<file path="src/include/axhome_pkg.sv">
package axhome_pkg;
  localparam logic [7:0] HOMING_OPCODE = 8'h0d;
  localparam logic [1:0] CMD_START = 2'h0;
  localparam logic [1:0] CMD_STOP = 2'h1;
  localparam logic [1:0] CMD_STATUS = 2'h2;
  localparam logic [7:0] MODE_SWAP_BIT = 8'h40;
  localparam logic [7:0] MODE_INV_BIT = 8'h80;
  localparam logic [5:0] MODE_BASE_MASK = 6'h3f;
  localparam logic [7:0] MODE_RESET = 8'h01;
  localparam logic [10:0] SEARCH_SPEED_RESET = 11'h0c8;
  localparam logic [10:0] CAL_SPEED_RESET = 11'h032;
  localparam logic [10:0] STALL_SPEED_RESET = 11'h000;
  localparam logic [3:0] ADDR_CONTROL = 4'h0;
  localparam logic [3:0] ADDR_MODE = 4'h1;
  localparam logic [3:0] ADDR_SEARCH_SPEED = 4'h2;
  localparam logic [3:0] ADDR_CAL_SPEED = 4'h3;
  localparam logic [3:0] ADDR_DISTANCE = 4'h4;
  localparam logic [3:0] ADDR_STALL_SPEED = 4'h5;
  localparam logic [3:0] ADDR_STALL_CFG = 4'h6;
  localparam logic [3:0] ADDR_STATUS = 4'h7;
  localparam logic [3:0] ADDR_POSITION = 4'h8;
  localparam int BIT_START = 0;
  localparam int BIT_STOP = 1;
  localparam int BIT_STALL_EN = 0;
  localparam int BIT_ENDSTOP_L = 1;
  localparam int BIT_ENDSTOP_R = 2;

  typedef enum logic [3:0] {
    AXH_IDLE = 4'h0,
    AXH_SEEK = 4'h1,
    AXH_CREEP_OUT = 4'h2,
    AXH_REENTER = 4'h3,
    AXH_SECOND = 4'h4,
    AXH_CREEP2 = 4'h5,
    AXH_REENTER2 = 4'h6,
    AXH_DONE = 4'h7
  } axhome_state_t;

  typedef struct packed {
    logic left;
    logic right;
    logic home;
  } axhome_switch_t;

  typedef struct packed {
    logic step;
    logic dir;
    logic [10:0] speed;
  } axhome_motion_t;
endpackage

</file>
<file path="src/logic/axhome_top.sv">
`timescale 1ns/100ps
module axhome_top (
  input wire logic SYS_CLK_IN,
  input wire logic RESETN_IN,
  input wire logic [3:0] AVS_ADDRESS_IN,
  input wire logic AVS_READ_IN,
  input wire logic AVS_WRITE_IN,
  input wire logic [31:0] AVS_WRITEDATA_IN,
  output logic [31:0] AVS_READDATA_OUT,
  output logic AVS_WAITREQUEST_OUT,
  input wire axhome_pkg::axhome_switch_t SWITCH_IN,
  input wire logic [9:0] LOAD_IN,
  input wire logic [10:0] AXIS_SPEED_IN,
  output axhome_pkg::axhome_motion_t MOTION_OUT,
  output logic MOTOR_STOP_OUT,
  output logic HOMING_BUSY_OUT
);
  import axhome_pkg::*;

  typedef struct packed {
    axhome_state_t state;
    logic [7:0] mode;
    logic [10:0] search_speed;
    logic [10:0] cal_speed;
    logic [10:0] stall_speed;
    logic [2:0] stall_cfg;
    logic [31:0] distance;
    logic [31:0] position;
    logic [31:0] edge_a;
    logic [31:0] mark;
    logic dir;
    logic use_right;
    logic two_sided;
    logic stall_hit;
    logic ack;
    logic [31:0] rdata;
    axhome_motion_t motion;
    logic stop;
    logic busy;
  } axhome_regs_t;

  axhome_regs_t cur_r;
  axhome_regs_t cur_nxt;

  logic [5:0] base;
  logic sw_hit;
  logic lim_hit;
  logic home_mode;
  logic busy;
  logic [31:0] seen_pos;
  logic [31:0] mid_pos;
  logic [31:0] span;

  always_comb begin
    cur_nxt = cur_r;
    span = 32'h0;
    // the far side applies a step one edge after it leaves here, so the
    // switch reflects the position minus the step still in flight
    seen_pos = !cur_r.motion.step ? cur_r.position
             : cur_r.motion.dir ? cur_r.position - 32'h1
             : cur_r.position + 32'h1;
    mid_pos = 32'(($signed(cur_r.edge_a) + $signed(seen_pos)) >>> 1);
    base = cur_r.mode[5:0] & MODE_BASE_MASK;
    home_mode = (base >= 6'h05);
    // home polarity flip only applies to home-switch modes
    sw_hit = home_mode ? (SWITCH_IN.home ^ cur_r.mode[7])
           : (cur_r.use_right ? SWITCH_IN.right : SWITCH_IN.left);
    // reversal limit for modes 5 and 6; 7 and 8 ignore limits
    lim_hit = (base == 6'h05) ? SWITCH_IN.left
            : (base == 6'h06) ? SWITCH_IN.right
            : 1'b0;
    cur_nxt.ack = 1'b0;
    cur_nxt.motion.step = 1'b0;

    // bus: one wait cycle, answer on second edge
    if ((AVS_READ_IN || AVS_WRITE_IN) && !cur_r.ack) begin
      cur_nxt.ack = 1'b1;
      cur_nxt.rdata = 32'h0;
      if (AVS_WRITE_IN) begin
        unique case (AVS_ADDRESS_IN)
          ADDR_CONTROL: begin
            if (AVS_WRITEDATA_IN[15:8] == HOMING_OPCODE) begin
              if (AVS_WRITEDATA_IN[1:0] == CMD_START &&
                  cur_r.state == AXH_IDLE) begin
                cur_nxt.state = AXH_SEEK;
                cur_nxt.stop = 1'b0;
                cur_nxt.stall_hit = 1'b0;
                // mode 2/3 swap means start on left, else right
                cur_nxt.use_right = (base == 6'h02 || base == 6'h03)
                  ? !cur_r.mode[6] : cur_r.mode[6];
                cur_nxt.two_sided = (base != 6'h01 && base != 6'h02);
                cur_nxt.dir = (base == 6'h06 || base == 6'h07) ? 1'b1
                  : (base == 6'h02 || base == 6'h03) ? !cur_r.mode[6]
                  : (base <= 6'h04) ? cur_r.mode[6] : 1'b0;
                cur_nxt.mark = cur_r.position;
              end else if (AVS_WRITEDATA_IN[1:0] == CMD_STOP) begin
                cur_nxt.state = AXH_IDLE;
              end
            end
          end
          ADDR_MODE: cur_nxt.mode = AVS_WRITEDATA_IN[7:0];
          ADDR_SEARCH_SPEED: cur_nxt.search_speed = AVS_WRITEDATA_IN[10:0];
          ADDR_CAL_SPEED: cur_nxt.cal_speed = AVS_WRITEDATA_IN[10:0];
          ADDR_STALL_SPEED: cur_nxt.stall_speed = AVS_WRITEDATA_IN[10:0];
          ADDR_STALL_CFG: cur_nxt.stall_cfg = AVS_WRITEDATA_IN[2:0];
          ADDR_POSITION: cur_nxt.position = AVS_WRITEDATA_IN;
          default: ;
        endcase
      end else begin
        unique case (AVS_ADDRESS_IN)
          ADDR_CONTROL: cur_nxt.rdata = {28'h0, cur_r.state};
          ADDR_MODE: cur_nxt.rdata = {24'h0, cur_r.mode};
          ADDR_SEARCH_SPEED: cur_nxt.rdata = {21'h0, cur_r.search_speed};
          ADDR_CAL_SPEED: cur_nxt.rdata = {21'h0, cur_r.cal_speed};
          ADDR_DISTANCE: cur_nxt.rdata = cur_r.distance;
          ADDR_STALL_SPEED: cur_nxt.rdata = {21'h0, cur_r.stall_speed};
          ADDR_STALL_CFG: cur_nxt.rdata = {29'h0, cur_r.stall_cfg};
          ADDR_STATUS: cur_nxt.rdata = {29'h0, cur_r.stall_hit,
                         cur_r.stop, cur_r.state != AXH_IDLE};
          ADDR_POSITION: cur_nxt.rdata = cur_r.position;
          default: cur_nxt.rdata = 32'h0;
        endcase
      end
    end

    // stall: load falls to zero at max load; gated by speed threshold
    if (cur_r.stall_cfg[BIT_STALL_EN] && LOAD_IN == 10'h000 &&
        AXIS_SPEED_IN > cur_r.stall_speed) begin
      cur_nxt.stop = 1'b1;
      cur_nxt.stall_hit = 1'b1;
      cur_nxt.state = AXH_IDLE;
    end else if (cur_r.state == AXH_IDLE && cur_r.stall_cfg[BIT_ENDSTOP_L]
                 && SWITCH_IN.left) begin
      // end-stop auto stop only outside homing
      cur_nxt.stop = 1'b1;
    end else if (cur_r.state == AXH_IDLE && cur_r.stall_cfg[BIT_ENDSTOP_R]
                 && SWITCH_IN.right) begin
      cur_nxt.stop = 1'b1;
    end else if (cur_r.state != AXH_IDLE && cur_r.state != AXH_DONE) begin
      cur_nxt.stop = 1'b0;
      cur_nxt.motion.step = 1'b1;
      cur_nxt.position = cur_r.dir ? cur_r.position + 32'h1
                                   : cur_r.position - 32'h1;
      cur_nxt.motion.dir = cur_r.dir;
      unique case (cur_r.state)
        AXH_SEEK: begin
          cur_nxt.motion.speed = cur_r.search_speed;
          // turn away from the limit, never toggle while it stays active
          if (lim_hit) begin
            cur_nxt.dir = (base == 6'h05);
          end
          if (sw_hit) begin
            cur_nxt.edge_a = seen_pos;
            cur_nxt.state = AXH_CREEP_OUT;
          end
        end
        AXH_CREEP_OUT: begin
          cur_nxt.motion.speed = cur_r.cal_speed;
          if (!sw_hit) begin
            cur_nxt.dir = !cur_r.dir;
            cur_nxt.state = AXH_REENTER;
          end
        end
        AXH_REENTER: begin
          cur_nxt.motion.speed = cur_r.cal_speed;
          if (sw_hit) begin
            cur_nxt.state = AXH_DONE;
            // midpoint of the two switching points
            cur_nxt.mark = mid_pos;
            if (!home_mode && !cur_r.two_sided) begin
              cur_nxt.mark = cur_r.edge_a;
            end
            if (base == 6'h02 || base == 6'h03) begin
              cur_nxt.state = AXH_SECOND;
              // already heading toward the second switch; keep direction
              cur_nxt.use_right = !cur_r.use_right;
              cur_nxt.mark = cur_r.edge_a;
            end
          end
        end
        AXH_SECOND: begin
          cur_nxt.motion.speed = cur_r.search_speed;
          if (sw_hit) begin
            cur_nxt.edge_a = seen_pos;
            if (base == 6'h02) begin
              span = seen_pos - cur_r.mark;
              cur_nxt.distance = span[31] ? -span : span;
              cur_nxt.mark = seen_pos;
              cur_nxt.state = AXH_DONE;
            end else begin
              cur_nxt.state = AXH_CREEP2;
            end
          end
        end
        AXH_CREEP2: begin
          cur_nxt.motion.speed = cur_r.cal_speed;
          if (!sw_hit) begin
            cur_nxt.dir = !cur_r.dir;
            cur_nxt.state = AXH_REENTER2;
          end
        end
        AXH_REENTER2: begin
          cur_nxt.motion.speed = cur_r.cal_speed;
          if (sw_hit) begin
            span = mid_pos - cur_r.mark;
            cur_nxt.distance = span[31] ? -span : span;
            cur_nxt.mark = mid_pos;
            cur_nxt.state = AXH_DONE;
          end
        end
        default: ;
      endcase
    end else if (cur_r.state == AXH_DONE) begin
      // reference becomes zero; no step this cycle
      cur_nxt.position = cur_r.position - cur_r.mark;
      cur_nxt.state = AXH_IDLE;
    end
    busy = (cur_nxt.state != AXH_IDLE);
    cur_nxt.busy = busy;
  end

  always_ff @(posedge SYS_CLK_IN or negedge RESETN_IN) begin
    if (!RESETN_IN) begin
      cur_r <= '0;
      cur_r.mode <= MODE_RESET;
      cur_r.search_speed <= SEARCH_SPEED_RESET;
      cur_r.cal_speed <= CAL_SPEED_RESET;
      cur_r.stall_speed <= STALL_SPEED_RESET;
      cur_r.state <= AXH_IDLE;
    end else begin
      cur_r <= cur_nxt;
    end
  end

  always_comb begin
    AVS_READDATA_OUT = cur_r.rdata;
    AVS_WAITREQUEST_OUT = !cur_r.ack;
    MOTION_OUT = cur_r.motion;
    MOTOR_STOP_OUT = cur_r.stop;
    HOMING_BUSY_OUT = cur_r.busy;
  end
endmodule

</file>
<file path="config.mk">
export PLATFORM = sky130hd
export DESIGN_NAME = axhome_top
export DESIGN_NICKNAME = d
export VERILOG_FILES = /design/src/include/axhome_pkg.sv /design/src/logic/axhome_top.sv
export SDC_FILE = /design/constraint.sdc
export NUM_CORES = 1
export LEC_CHECK = 0
export BUFFER_PORTS_ARGS = -buffer_cell sky130_fd_sc_hd__buf_2
export CAP_MARGIN = 20
export CORE_ASPECT_RATIO = 0.9
export CORE_MARGIN = 3
export CORE_UTILIZATION = 40
export CTS_CLUSTER_DIAMETER = 40
export DETAILED_ROUTE_END_ITERATION = 6
export PLACE_DENSITY = 0.54
export SYNTH_ARGS = -nofsm -noshare
export SYNTH_HDL_FRONTEND = slang
export SYNTH_SLANG_ARGS = --single-unit
</file>
<file path="constraint.sdc">
create_clock -name SYS_CLK_IN -period 16.45 [get_ports SYS_CLK_IN]
set_input_delay 0 -clock SYS_CLK_IN [delete_from_list [all_inputs] [get_ports SYS_CLK_IN]]
set_output_delay 0 -clock SYS_CLK_IN [all_outputs]
set_load 0.02 [all_outputs]
</file>
# Word level (Yosys, flattened, before mapping)
# Cells that the tools add are included.
[totals]
ff_bits = 228
in_bits = 64
out_inout_bits = 48
word_cells = 206
[classes]
add_sub_neg = 8
n_lt_le_gt_ge = 3
n_eq_ne = 29
n_mux = 87
bitwise = 4
reduce_logical = 54
[op_table]
columns = ["operator", "n"]
rows = [
  ["$mux W32", 20],
  ["$mux W98", 3],
  ["$pmux W32 S9", 1],
  ["$mux W36", 4],
  ["$pmux W32 S2", 2],
  ["$mux W48", 2],
  ["$pmux W32 S3", 1],
  ["$sub A32 B32 Y32", 3],
  ["$mux W69", 1],
  ["$mux W66", 1],
  ["$mux W64", 1],
  ["$neg A32 Y32", 2],
  ["$mux W4", 15],
  ["$mux W13", 3],
  ["$mux W11", 3],
  ["$add A32 B1 Y32 const B", 1],
  ["$add A32 B32 Y32", 1],
  ["$eq A4 B3 Y1 const B", 8],
  ["$sub A32 B1 Y32 const B", 1],
  ["$reduce_bool A5 Y1", 5],
  ["$pmux W4 S6", 1],
  ["$mux W1", 22],
  ["$pmux W11 S2", 1],
  ["$reduce_and A5 Y1", 4],
  ["other kinds (35)", 79],
]

# Longest topological paths before layout
# Gate-level depths: netlist (run 1).
[logic_depth]
word_depth = 16
depth_mapped = 36
mapped_depth_nobuf = 34

# Least setup slack after synthesis (run 1)
# OpenSTA, ideal clock, no wires.
[synth_timing]
kind = "flip-flop to flip-flop"
from = "register cur_r[117] (netlist name)"
to = "register cur_r[174] (netlist name)"
setup_ns = 0.122
arrival_ns = 6.565
required_time_ns = 16.328
setup_slack_ns = 9.762
stages_incl_launch_ff = 36
n_path_buf = 2
period_less_slack_ns = 6.688
cell_sequence = "dfrtp_1 > clkbuf_1 > inv_1 > ha_1 > nor3b_1 > nand2_1 > or3_1 > or2_2 > or4_1 > o21ai_0 > nand2_1 > xor2_1 > inv_1 > ha_1 > a21o_1 > a21oi_1 > inv_1 > a221oi_1 > o21ai_0 > a21o_1 > a21oi_1 > xnor2_1 > ha_1 > a21oi_1 > o21bai_1 > a21oi_1 > and3_1 > nand3_1 > a41oi_1 > o21ai_0 > xnor2_1 > buf_6 > a31oi_1 > xor2_1 > a21oi_1 > a21oi_1"
[synth_via]
elab_chain_cells = 9
word_cells_on_any_way = 15
cone_classes = "add/sub (7); mux (8)"
[synth_lines]
columns = ["element", "line_no", "source"]
rows = [
  ["start: declaration", "axhome_top.sv:42", "axhome_regs_t cur_r;"],
  ["start signal: assignment", "axhome_top.sv:231", "cur_r <= cur_nxt;"],
  ["$add A32 B1 Y32 or $sub A32 B1 Y32 (tied branches)", "axhome_top.sv:61, axhome_top.sv:60", ""],
  ["$mux W32", "axhome_top.sv:60", ": cur_r.motion.dir ? cur_r.position - 32'h1"],
  ["$mux W32 (*)", "axhome_top.sv:59", "seen_pos = !cur_r.motion.step ? cur_r.position"],
  ["$add A32 B32 Y32 or $sub A32 B32 Y32 (tied branches)", "axhome_top.sv:62, axhome_top.sv:186", ""],
  ["$sub A32 B32 Y32 or $neg A32 Y32 (tied branches)", "axhome_top.sv:205, axhome_top.sv:187", ""],
  ["$neg A32 Y32 or $mux W32 (tied branches)", "axhome_top.sv:206, axhome_top.sv:187", ""],
  ["$mux W32 (on tied branches)", "axhome_top.sv:206, axhome_top.sv:185", ""],
  ["$mux W32 (on tied branches)", "axhome_top.sv:204, axhome_top.sv:183", ""],
  ["$pmux W32 S2 (*)", "axhome_top.sv:145", "unique case (cur_r.state)"],
]
# Mark *: on every way between the ends. The rest lies on a longest branch, timed or not. The select of a mux whose other input is x is not followed.
# A chain may end at the register's enable or synchronous reset.

# Worst setup path after layout (run 1)
[layout_timing]
from = "register cur_r[117] (netlist name)"
to = "register cur_r[164] (netlist name)"
# The elaborated chain is that of the path after synthesis.

==> qor.yml, run 1 <==
synthesis:
  synth_fa_ha_area_frac: 0.08434
  synth_mux_area_frac: 0.07096
  synth_top_family_by_area: "compound AO/OA/AOI/OAI gates"
  synth_simple_gate_area_frac: 0.1797
  async_flop_share: 1.000
  synth_fp_nets: 2994
  syn_area_per_cell_um2: 7.964
  synth_seq_area_share: 0.2578
  syn_inst: 2783
  ys_ff_latch: 228
  synth_xor_area_frac: 0.08795
  synth_edf_count: 0
  synth_area_leaders: "dfrtp_1 25%, ha_1 8.1%, xnor2_1 5.7%"
  syn_area_mm2: 0.02217
  ys_types: 84
  synth-compound-area-share: 0.2589
  synth_top_flop_cell: "dfrtp_1"
  synth.top_cell.area_share: 0.2495
  synth_top_cell_by_area: "dfrtp_1"
  ys_warn_count: 0
placement:
  hpwlAfterDp_um: 68910
  gp_congestion: 0.9604
  io_buffers: 111
detailed_routing:
  postRouteAntennaNets: 0
  routed_wl_um: 89630
  highest_layer: "met4"
  met3_length_um: 7824
  wire_per_inst_um: 25.11
  via_per_inst: 6.252
  drc: 0
  first_pass_iters: 6
  met1Wirelength_um: 43820
  routed-wl-met2_um: 36280
  drt_iter0_markers: 2266
  vias: 22310
worst_setup_path:
  critPathCaptureType: "flop"
  crit_path_top_delay_cell: "xor2_1"
  worstReg2RegStart: "cur_r[117]$_DFF_PN0_"
  worstReg2RegEnd: "cur_r[164]$_DFFE_PN0P_"
  path_max_fanout: 11
  regToRegSetupSlack_ns: 7.68
  cp.arrival_ns: 9.26
  cpPeakStageDelay_ns: 0.88
  reg2regPathDepth: 34
  critical_path_class: "reg2reg"
  crit_top_cell: "o21ai_0"
  cp_data_required_time_ns: 16.94
  cp-start-kind: "flop"
floorplanning:
  core-area_mm2: 0.05452
  die_w_um: 254.1
  die_area_mm2: 0.05828
  initial_core_util: 0.4065
  ios: 112
  die_h_um: 229.3
  rows: 81
sta:
  fin_crit_ns: 8.772
  setup_viol: 0
  finalCritPeriodShare: 0.5333
  finalHoldViolations: 0
  drv_slew: 0
  max_slew_margin: 0.2463
  rsz0062_at_grt: "false"
  worstMarginPinSlew_ns: 1.125
  finClkSkew_ns: 0.02669
  fmax_mhz: 114.0
  setup_tns_ns: 0
run:
  maxCapViolCount: 0
finish:
  drive_gt1_frac: 0.1261
  final_nets: 3032
  syn_to_final_growth_pct: 14.06
  layout.area.seq_mm2: 0.005714
  layout_common_cells: "275 x nand2_1, 228 x o21ai_0, 221 x dfrtp_1"
  fillers: 5413
  final_common_cell: "nand2_1"
  multi_input_area_mm2: 0.01517
global_route:
  grt_max_degree: 95
  grt_pass1_vias: 20830
  grt-ovfl-total: 0
  track_usage: 0.3008
  grt_antenna_before_repair: 5
  grt_first_pass_wirelength_um: 133100
hold_path:
  hold_path_class: "in2async"
clocking:
  cts_made_buffers: 52
  cts_hold_buf: 42
  ctsRootBufferMaster: "clkbuf_16"
  h-tree-depth: 2
  cts_setup_buffers: 0
  cts-resized-gates: 0
  cts_sinks: 228
  clk_pin_slew_worst_paths_ns: 0.05
  clockBufferDepth: 3
  tritoncts: "done"
  clk_latency_ns: 0.60
outcome:
  status: "finished clean"
## metal layers
layer  up-vias  GRT usage
met1     10900     0.4648
met2       980     0.4223
met3       131    0.06597
met4         0    0.06539
li1      10300          -
met5         -          0
## how the worst max path moves through the flow
stage | slack, ns | to | depth (start not counted) | from
2_1_floorplan | 9.76 | cur_r[174]$_DFFE_PN0P_ | 35 | cur_r[117]$_DFF_PN0_
5_1_grt | 6.86 | cur_r[164]$_DFFE_PN0P_ | 34 | cur_r[117]$_DFF_PN0_
4_1_cts | 7.84 | cur_r[164]$_DFFE_PN0P_ | 32 | cur_r[118]$_DFF_PN0_
3_3_place_gp | 7.97 | cur_r[164]$_DFFE_PN0P_ | 32 | cur_r[118]$_DFF_PN0_
6_report | 7.68 | cur_r[164]$_DFFE_PN0P_ | 34 | cur_r[117]$_DFF_PN0_
3_5_place_dp | 7.93 | cur_r[164]$_DFFE_PN0P_ | 32 | cur_r[118]$_DFF_PN0_
## state kept, by name (all words and copies together), names as in the netlist
name	cells
base	6
AVS_READDATA_OUT	32
cur_r	175
MOTION_OUT	13
HOMING_BUSY_OUT	1
MOTOR_STOP_OUT	1
## cells by family after synthesis
| kind of cell | after synthesis |
|---|---|
| compound gates | 900 |
| xor+xnor | 219 |
| fa+ha+maj | 147 |
| buf+inv | 305 |
| flops | 228 |
| mux | 148 |
| simple gates | 836 |
## area by class of cell
| class | count | area share |
|---|---|---|
| well taps | 705 | 0.03489 |
| flip-flops and latches | 228 | 0.2260 |
| diodes | 1 | 0.00009899 |
| clock inverters | 29 | 0.01678 |
| repair buffers | 195 | 0.05147 |
| clock buffers | 67 | 0.05687 |
| multi-input cells | 2250 | 0.5999 |
| inverters | 94 | 0.01396 |
## synth_stat cells (all sizes together), types with 10 or more instances
cell	number
nand3	64
a211oi	20
a21o	65
o22ai	49
o31ai	15
a22oi	78
xor2	74
or4	15
nor4	35
ha	143
mux2	73
or2	10
a222oi	12
and3	28
inv	93
nor2	196
clkbuf	141
or3	30
mux2i	75
o211ai	20
nand2b	20
o21ai	236
a21oi	216
a21boi	11
nand2	275
buf	70
xnor2	144
a221oi	11
nor3	66
nand4	27
and2	15
o21a	27
nor2b	24
dfrtp	221
a31oi	31
o21bai	16
## stage by stage
step | hold slack, ns | instances | util | cell area [um2] | setup slack [ns]
after floorplan | -0.2956 | 2783 | - | 22170 | 9.762
after global placement | 0.08596 | 3430 | 0.4218 | 23000 | 7.974
after detailed placement | 0.08245 | 3430 | 0.4218 | 23000 | 7.929
after CTS | 0.05702 | 3568 | 0.4636 | 25280 | 7.842
after global routing | 0.08235 | 3568 | 0.4636 | 25280 | 6.859
final | 0.006951 | 3569 | 0.4637 | 25280 | 7.678
## critical path, delay by kind of cell (launching register included)
| kind | cells | cell delay, ns |
|---|---|---|
| compound gates | 16 | 3.23 |
| buf+inv | 1 | 0.20 |
| simple gates | 10 | 1.83 |
| flops | 1 | 0.52 |
| fa+ha+maj | 3 | 0.92 |
| xor+xnor | 4 | 1.97 |
Power of run 1 is not shown: default switching activity piles up to over one toggle a cycle in this logic, so the estimate is an artifact.
==> run 2, diff against run 1 <==
--- a/config.mk
+++ b/config.mk
@@ -12,7 +12,7 @@
 export CORE_UTILIZATION = 40
 export CTS_CLUSTER_DIAMETER = 40
 export DETAILED_ROUTE_END_ITERATION = 6
-export PLACE_DENSITY = 0.54
+export PLACE_DENSITY = 0.56
 export SYNTH_ARGS = -nofsm -noshare
 export SYNTH_HDL_FRONTEND = slang
 export SYNTH_SLANG_ARGS = --single-unit
==> constraint.sdc (replaced) <==
create_clock -name SYS_CLK_IN -period 7.9 [get_ports SYS_CLK_IN]
set_input_delay 0 -clock SYS_CLK_IN [delete_from_list [all_inputs] [get_ports SYS_CLK_IN]]
set_output_delay 0 -clock SYS_CLK_IN [all_outputs]
set_load 0.02 [all_outputs]
==> qor.yml, run 2 (synthesized netlist as in run 1, its figures left out) <==
outcome:
  status: "finished with violations"  # was finished clean
  failed_checks: "DRC"
clocking:
  h-tree-depth: 2  # unchanged
  tritoncts: "done"  # unchanged
  clk_latency_ns: 0.61  # was 0.60 ns
  cts_sinks: 228  # unchanged
  clockBufferDepth: 3  # unchanged
  ctsRootBufferMaster: "clkbuf_16"  # unchanged
  cts_made_buffers: 51  # was 52
  clk_pin_slew_worst_paths_ns: 0.06  # was 0.05 ns
run:
  maxCapViolCount: 0  # unchanged
sta:
  worstMarginPinSlew_ns: 1.116  # was 1.125 ns
  fmax_mhz: 134.7  # was 114.0 MHz
  fin_crit_ns: 7.423  # was 8.772 ns
  setup_viol: 0  # unchanged
  finalCritPeriodShare: 0.9397  # was 0.5333
  drv_slew: 0  # unchanged
  finalHoldViolations: 0  # unchanged
  max_slew_margin: 0.2562  # was 0.2463
  setup_tns_ns: 0  # unchanged
  finClkSkew_ns: 0.03546  # was 0.02669 ns
floorplanning:
  initial_core_util: 0.4065  # unchanged
  ios: 112  # unchanged
  rows: 81  # unchanged
  die_area_mm2: 0.05828  # unchanged
  core-area_mm2: 0.05452  # unchanged
  die_h_um: 229.3  # unchanged
  die_w_um: 254.1  # unchanged
detailed_routing:
  drt_iter0_markers: 2756  # was 2266
  via_per_inst: 6.236  # was 6.252
  postRouteAntennaNets: 0  # unchanged
  first_pass_iters: 7  # was 6
  drc: 4  # was 0
  routed_wl_um: 87180  # was 89630 um
  vias: 22550  # was 22.31k
  wire_per_inst_um: 24.11  # was 25.11 um
global_route:
  busiest_layer: "met1"  # unchanged
  grt_use_met3: 0.06779  # was 0.06597
  grt_max_degree: 130  # was 95
  track_usage: 0.2897  # was 0.3008
  grt_use_met1: 0.4405  # was 0.4648
  grt_pass1_vias: 21120  # was 20.83k
  grt-ovfl-total: 0  # unchanged
  grt_antenna_before_repair: 0  # was 5
  grt_use_met2: 0.4074  # was 0.4223
  grt_first_pass_wirelength_um: 130000  # was 133100 um
worst_setup_path:
  crit_path_top_delay_cell: "nor4bb_2"  # was xor2_1
  critPathCaptureType: "flop"  # unchanged
  cp_top_family: "compound AO/OA/AOI/OAI gates"  # unchanged
  cp_data_required_time_ns: 8.37  # was 16.94 ns
  path_max_fanout: 11  # unchanged
  critical_path_buf_inv_count: 2  # was 1
  regToRegSetupSlack_ns: 0.48  # was 7.68 ns
  cp.arrival_ns: 7.90  # was 9.26 ns
  critical_path_class: "reg2reg"  # unchanged
  cpPeakStageDelay_ns: 0.46  # was 0.88 ns
  cp-start-kind: "flop"  # unchanged
placement:
  io_buffers: 111  # unchanged
  gp_congestion: 0.9633  # was 0.9604
  hpwlAfterDp_um: 66520  # was 68910 um
finish:
  fillers: 5338  # was 5413
  drive_gt1_frac: 0.1436  # was 0.1261
  final_nets: 3079  # was 3032
  syn_to_final_growth_pct: 15.83  # was 14.06%
  layout_common_cells: "275 x nand2_1, 227 x o21ai_0, 221 x dfrtp_1"  # was 275 x nand2_1, 228 x o21ai_0, 221 x dfrtp_1
  final_common_cell: "nand2_1"  # unchanged
  top_register: "cur_r"  # unchanged
  fin_util: 0.4709  # was 0.4637
  antenna_cells: 0  # was 1
  largest_register_ffs: 175  # unchanged
hold_path:
  hold_path_class: "in2async"  # unchanged
-- run 2: cell count changes in the layout (fill, tap and decap cells not counted), sizes merged --
cell	delta
buf	+46
clkbuf	-7
clkinv	+5
inv	+4
bufinv	-2
dlygate4sd3	+2
diode	-1
-- run 2: worst reg2reg max path: cells and delay by family, from the launching register on --
| family | cells | cell delay (ns) |
|---|---|---|
| buf+inv | 2 | 0.37 |
| flops | 1 | 0.36 |
| xor+xnor | 4 | 1.07 |
| simple gates | 9 | 2.01 |
| compound gates | 14 | 2.56 |
| fa+ha+maj | 3 | 0.92 |
-- run 2: area by class of cell --
class                           instances  area (um2)  area share
Clock buffer                           60        1380     0.05375
Sequential cell                       228        5714      0.2226
Inverter                               94       352.8     0.01374
Tap cell                              705       882.1     0.03436
Multi-Input combinational cell       2250       15210      0.5926
Clock inverter                         36       455.4     0.01774
Timing Repair Buffer                  243        1675     0.06525
-- run 2: per-layer routing --
metal  vias to the layer above  wire length (um)  part of all wire
met2                      1125             35180              0.40
met3                       131              9245              0.11
met4                         0              2115             0.024
met1                     10900             40640              0.47
li1                      10390                 -                 -
met5                         -                 0                 0
-- run 2: repair_timing --
action | 4_1_cts | 5_1_grt
buffers inserted | 0 | 1
endpoints found under the hold margin | 189 | 0
gates resized for setup | 0 | 8
setup endpoints to repair | 0 | 31
hold buffers | 44 | 0
-- run 2: path summary, 6_finish.rpt --
| check | from | cells after the start | to |
|---|---|---|---|
| max in group asynchronous | RESETN_IN | 3 | cur_r[178]$_DFFE_PN0P_ |
| hold reg to reg | AVS_READDATA_OUT[29]$_DFFE_PN0P_ | 2 | AVS_READDATA_OUT[29]$_DFFE_PN0P_ |
| hold / removal | RESETN_IN | 2 | MOTION_OUT[2]$_DFFE_PN0P_ |
| min in group SYS_CLK_IN | AVS_WRITEDATA_IN[30] | 5 | cur_r[146]$_DFF_PN0_ |
| setup / recovery | cur_r[116]$_DFF_PN0_ | 32 | cur_r[178]$_DFFE_PN0P_ |
| setup reg to reg | cur_r[116]$_DFF_PN0_ | 32 | cur_r[178]$_DFFE_PN0P_ |
-- run 2: through the flow --
stage               hold WS, ns  cell area (um2)  setup WS [ns]  std cells
floorplan               -0.2956            22170          1.212       2783
global placement         0.1137            23340         0.3902       3474
detailed placement       0.1105            23350         0.2996       3475
CTS                     0.01702            25620         0.2368       3615
global route            0.08164            25670      -0.005725       3616
finish                  0.01565            25670         0.4766       3616
Power of run 2 is left out for the same reason.
==> run 3, diff against run 2 <==
--- a/config.mk
+++ b/config.mk
@@ -10,8 +10,10 @@
 export CORE_ASPECT_RATIO = 0.9
 export CORE_MARGIN = 3
 export CORE_UTILIZATION = 40
+export CTS_BUF_LIST = sky130_fd_sc_hd__clkbuf_16
 export CTS_CLUSTER_DIAMETER = 40
 export DETAILED_ROUTE_END_ITERATION = 6
+export GPL_ROUTABILITY_DRIVEN = 1
 export PLACE_DENSITY = 0.56
 export SYNTH_ARGS = -nofsm -noshare
 export SYNTH_HDL_FRONTEND = slang
==> qor.yml, run 3 (synthesized netlist as in run 1, its figures left out) <==
sta:
  finalCritPeriodShare: 0.9312  # was 0.9397
  max_slew_margin: 0.2500  # was 0.2562
  finClkSkew_ns: 0.03352  # was 0.03546 ns
  finalHoldViolations: 0  # unchanged
  drv_slew: 0  # unchanged
  worstMarginPinSlew_ns: 1.125  # was 1.116 ns
  setup_tns_ns: 0  # unchanged
  fmax_mhz: 135.9  # was 134.7 MHz
  setup_viol: 0  # unchanged
  fin_crit_ns: 7.356  # was 7.423 ns
floorplanning:
  die_w_um: 254.1  # unchanged
  ios: 112  # unchanged
  initial_core_util: 0.4065  # unchanged
  core-area_mm2: 0.05452  # unchanged
  die_h_um: 229.3  # unchanged
  die_area_mm2: 0.05828  # unchanged
  rows: 81  # unchanged
clocking:
  h-tree-depth: 2  # unchanged
  clk_pin_slew_worst_paths_ns: 0.06  # about the same
  ctsRootBufferMaster: "clkbuf_16"  # unchanged
  tritoncts: "done"  # unchanged
  cts_made_buffers: 51  # unchanged
  clockBufferDepth: 3  # unchanged
  clk_latency_ns: 0.61  # about the same
  cts_sinks: 228  # unchanged
detailed_routing:
  via_per_inst: 6.214  # was 6.236
  routed_wl_um: 87150  # was 87180 um
  drt_iter0_markers: 2658  # was 2756
  vias: 22470  # was 22.55k
  wire_per_inst_um: 24.10  # was 24.11 um
  first_pass_iters: 6  # was 7
  drc: 0  # was 4
  postRouteAntennaNets: 0  # unchanged
placement:
  hpwlAfterDp_um: 66520  # unchanged
  gp_congestion: 0.9633  # unchanged
  io_buffers: 111  # unchanged
finish:
  antenna_cells: 0  # unchanged
  top_register: "cur_r"  # unchanged
  largest_register_ffs: 175  # unchanged
  syn_to_final_growth_pct: 15.52  # was 15.83%
  final_nets: 3079  # unchanged
  layout_common_cells: "275 x nand2_1, 227 x o21ai_0, 221 x dfrtp_1"  # unchanged
  final_common_cell: "nand2_1"  # unchanged
  drive_gt1_frac: 0.1412  # was 0.1436
worst_setup_path:
  critical_path_class: "reg2reg"  # unchanged
  cpPeakStageDelay_ns: 0.40  # was 0.46 ns
  worstReg2RegStart: "cur_r[117]$_DFF_PN0_"  # was cur_r[116]$_DFF_PN0_
  cp.arrival_ns: 7.81  # was 7.90 ns
  path_max_fanout: 11  # unchanged
  crit_top_cell: "a21oi_1"
  regToRegSetupSlack_ns: 0.54  # was 0.48 ns
  crit_path_top_delay_cell: "or4_1"  # was nor4bb_2
  cp_data_required_time_ns: 8.35  # was 8.37 ns
  critPathCaptureType: "flop"  # unchanged
  cp-start-kind: "flop"  # unchanged
  crit_start: "cur_r[117]$_DFF_PN0_"  # was cur_r[116]$_DFF_PN0_
outcome:
  status: "finished clean"  # was finished with violations
global_route:
  grt_pass1_vias: 21100  # was 21.12k
  grt-ovfl-total: 0  # unchanged
  grt_antenna_before_repair: 0  # unchanged
  track_usage: 0.2898  # was 0.2897
  grt_first_pass_wirelength_um: 129900  # was 130000 um
  grt_max_degree: 130  # unchanged
hold_path:
  hold_path_class: "in2async"  # unchanged
run:
  maxCapViolCount: 0  # unchanged
-- run 3: cell count changes in the layout (fill, tap and decap cells not counted), sizes merged --
cell / delta
clkbuf: -9
clkinv: +7
inv: +2
-- run 3: cell type report --
class	count	area (um2)
well taps	705	882.1
flip-flops and latches	228	5714
clock inverters	45	489.2
multi-input cells	2250	15210
fillers	5354	28920
inverters	94	352.8
clock buffers	51	1276
repair buffers	243	1675
-- run 3: what timing repair did --
action                     in CTS  in global routing
hold buffers                   44                  0
hold endpoints to repair      189                  0
gates resized for setup         0                  8
setup endpoints to repair       0                 31
buffers inserted                0                  1
-- run 3: path summary, 6_finish.rpt --
| check | end | cells after the start |
|---|---|---|
| max | cur_r[161]$_DFFE_PN0P_ | 34 |
| min | MOTION_OUT[2]$_DFFE_PN0P_ | 2 |
| max reg2reg | cur_r[161]$_DFFE_PN0P_ | 34 |
| min reg2reg | AVS_READDATA_OUT[18]$_DFFE_PN0P_ | 2 |
| max in group asynchronous | cur_r[178]$_DFFE_PN0P_ | 3 |
| min in group SYS_CLK_IN | cur_r[146]$_DFF_PN0_ | 5 |
-- run 3: metal layers --
layer | vias up | global-route usage | routed length, um
met5 | - | 0 | 0
met4 | 0 | 0.07291 | 2088
met3 | 139 | 0.06518 | 9151
met2 | 1120 | 0.4077 | 35290
met1 | 10820 | 0.4420 | 40620
li1 | 10390 | - | -
-- run 3: through the flow --
step	setup slack [ns]	area, um2	cells	hold WS [ns]	utilization
final	0.5436	25600	3616	0.01381	0.4696
after global routing	-0.005725	25600	3616	0.08164	0.4696
after CTS	0.2334	25550	3615	0.01702	0.4686
after detailed placement	0.2996	23350	3475	0.1105	0.4282
after global placement	0.3902	23340	3474	0.1137	0.4281
after floorplan	1.212	22170	2783	-0.2956	-
-- run 3: worst max-delay path, delay by kind of cell (launching register included) --
kind | cells | cell delay, ns
AO/OA/AOI/OAI | 15 | 2.75
buffers and inverters | 4 | 0.56
XOR/XNOR | 4 | 0.82
AND/OR/NAND/NOR | 8 | 1.79
adder cells (fa/ha/maj) | 3 | 0.90
flip-flops | 1 | 0.38
Power of run 3 is left out for the same reason.
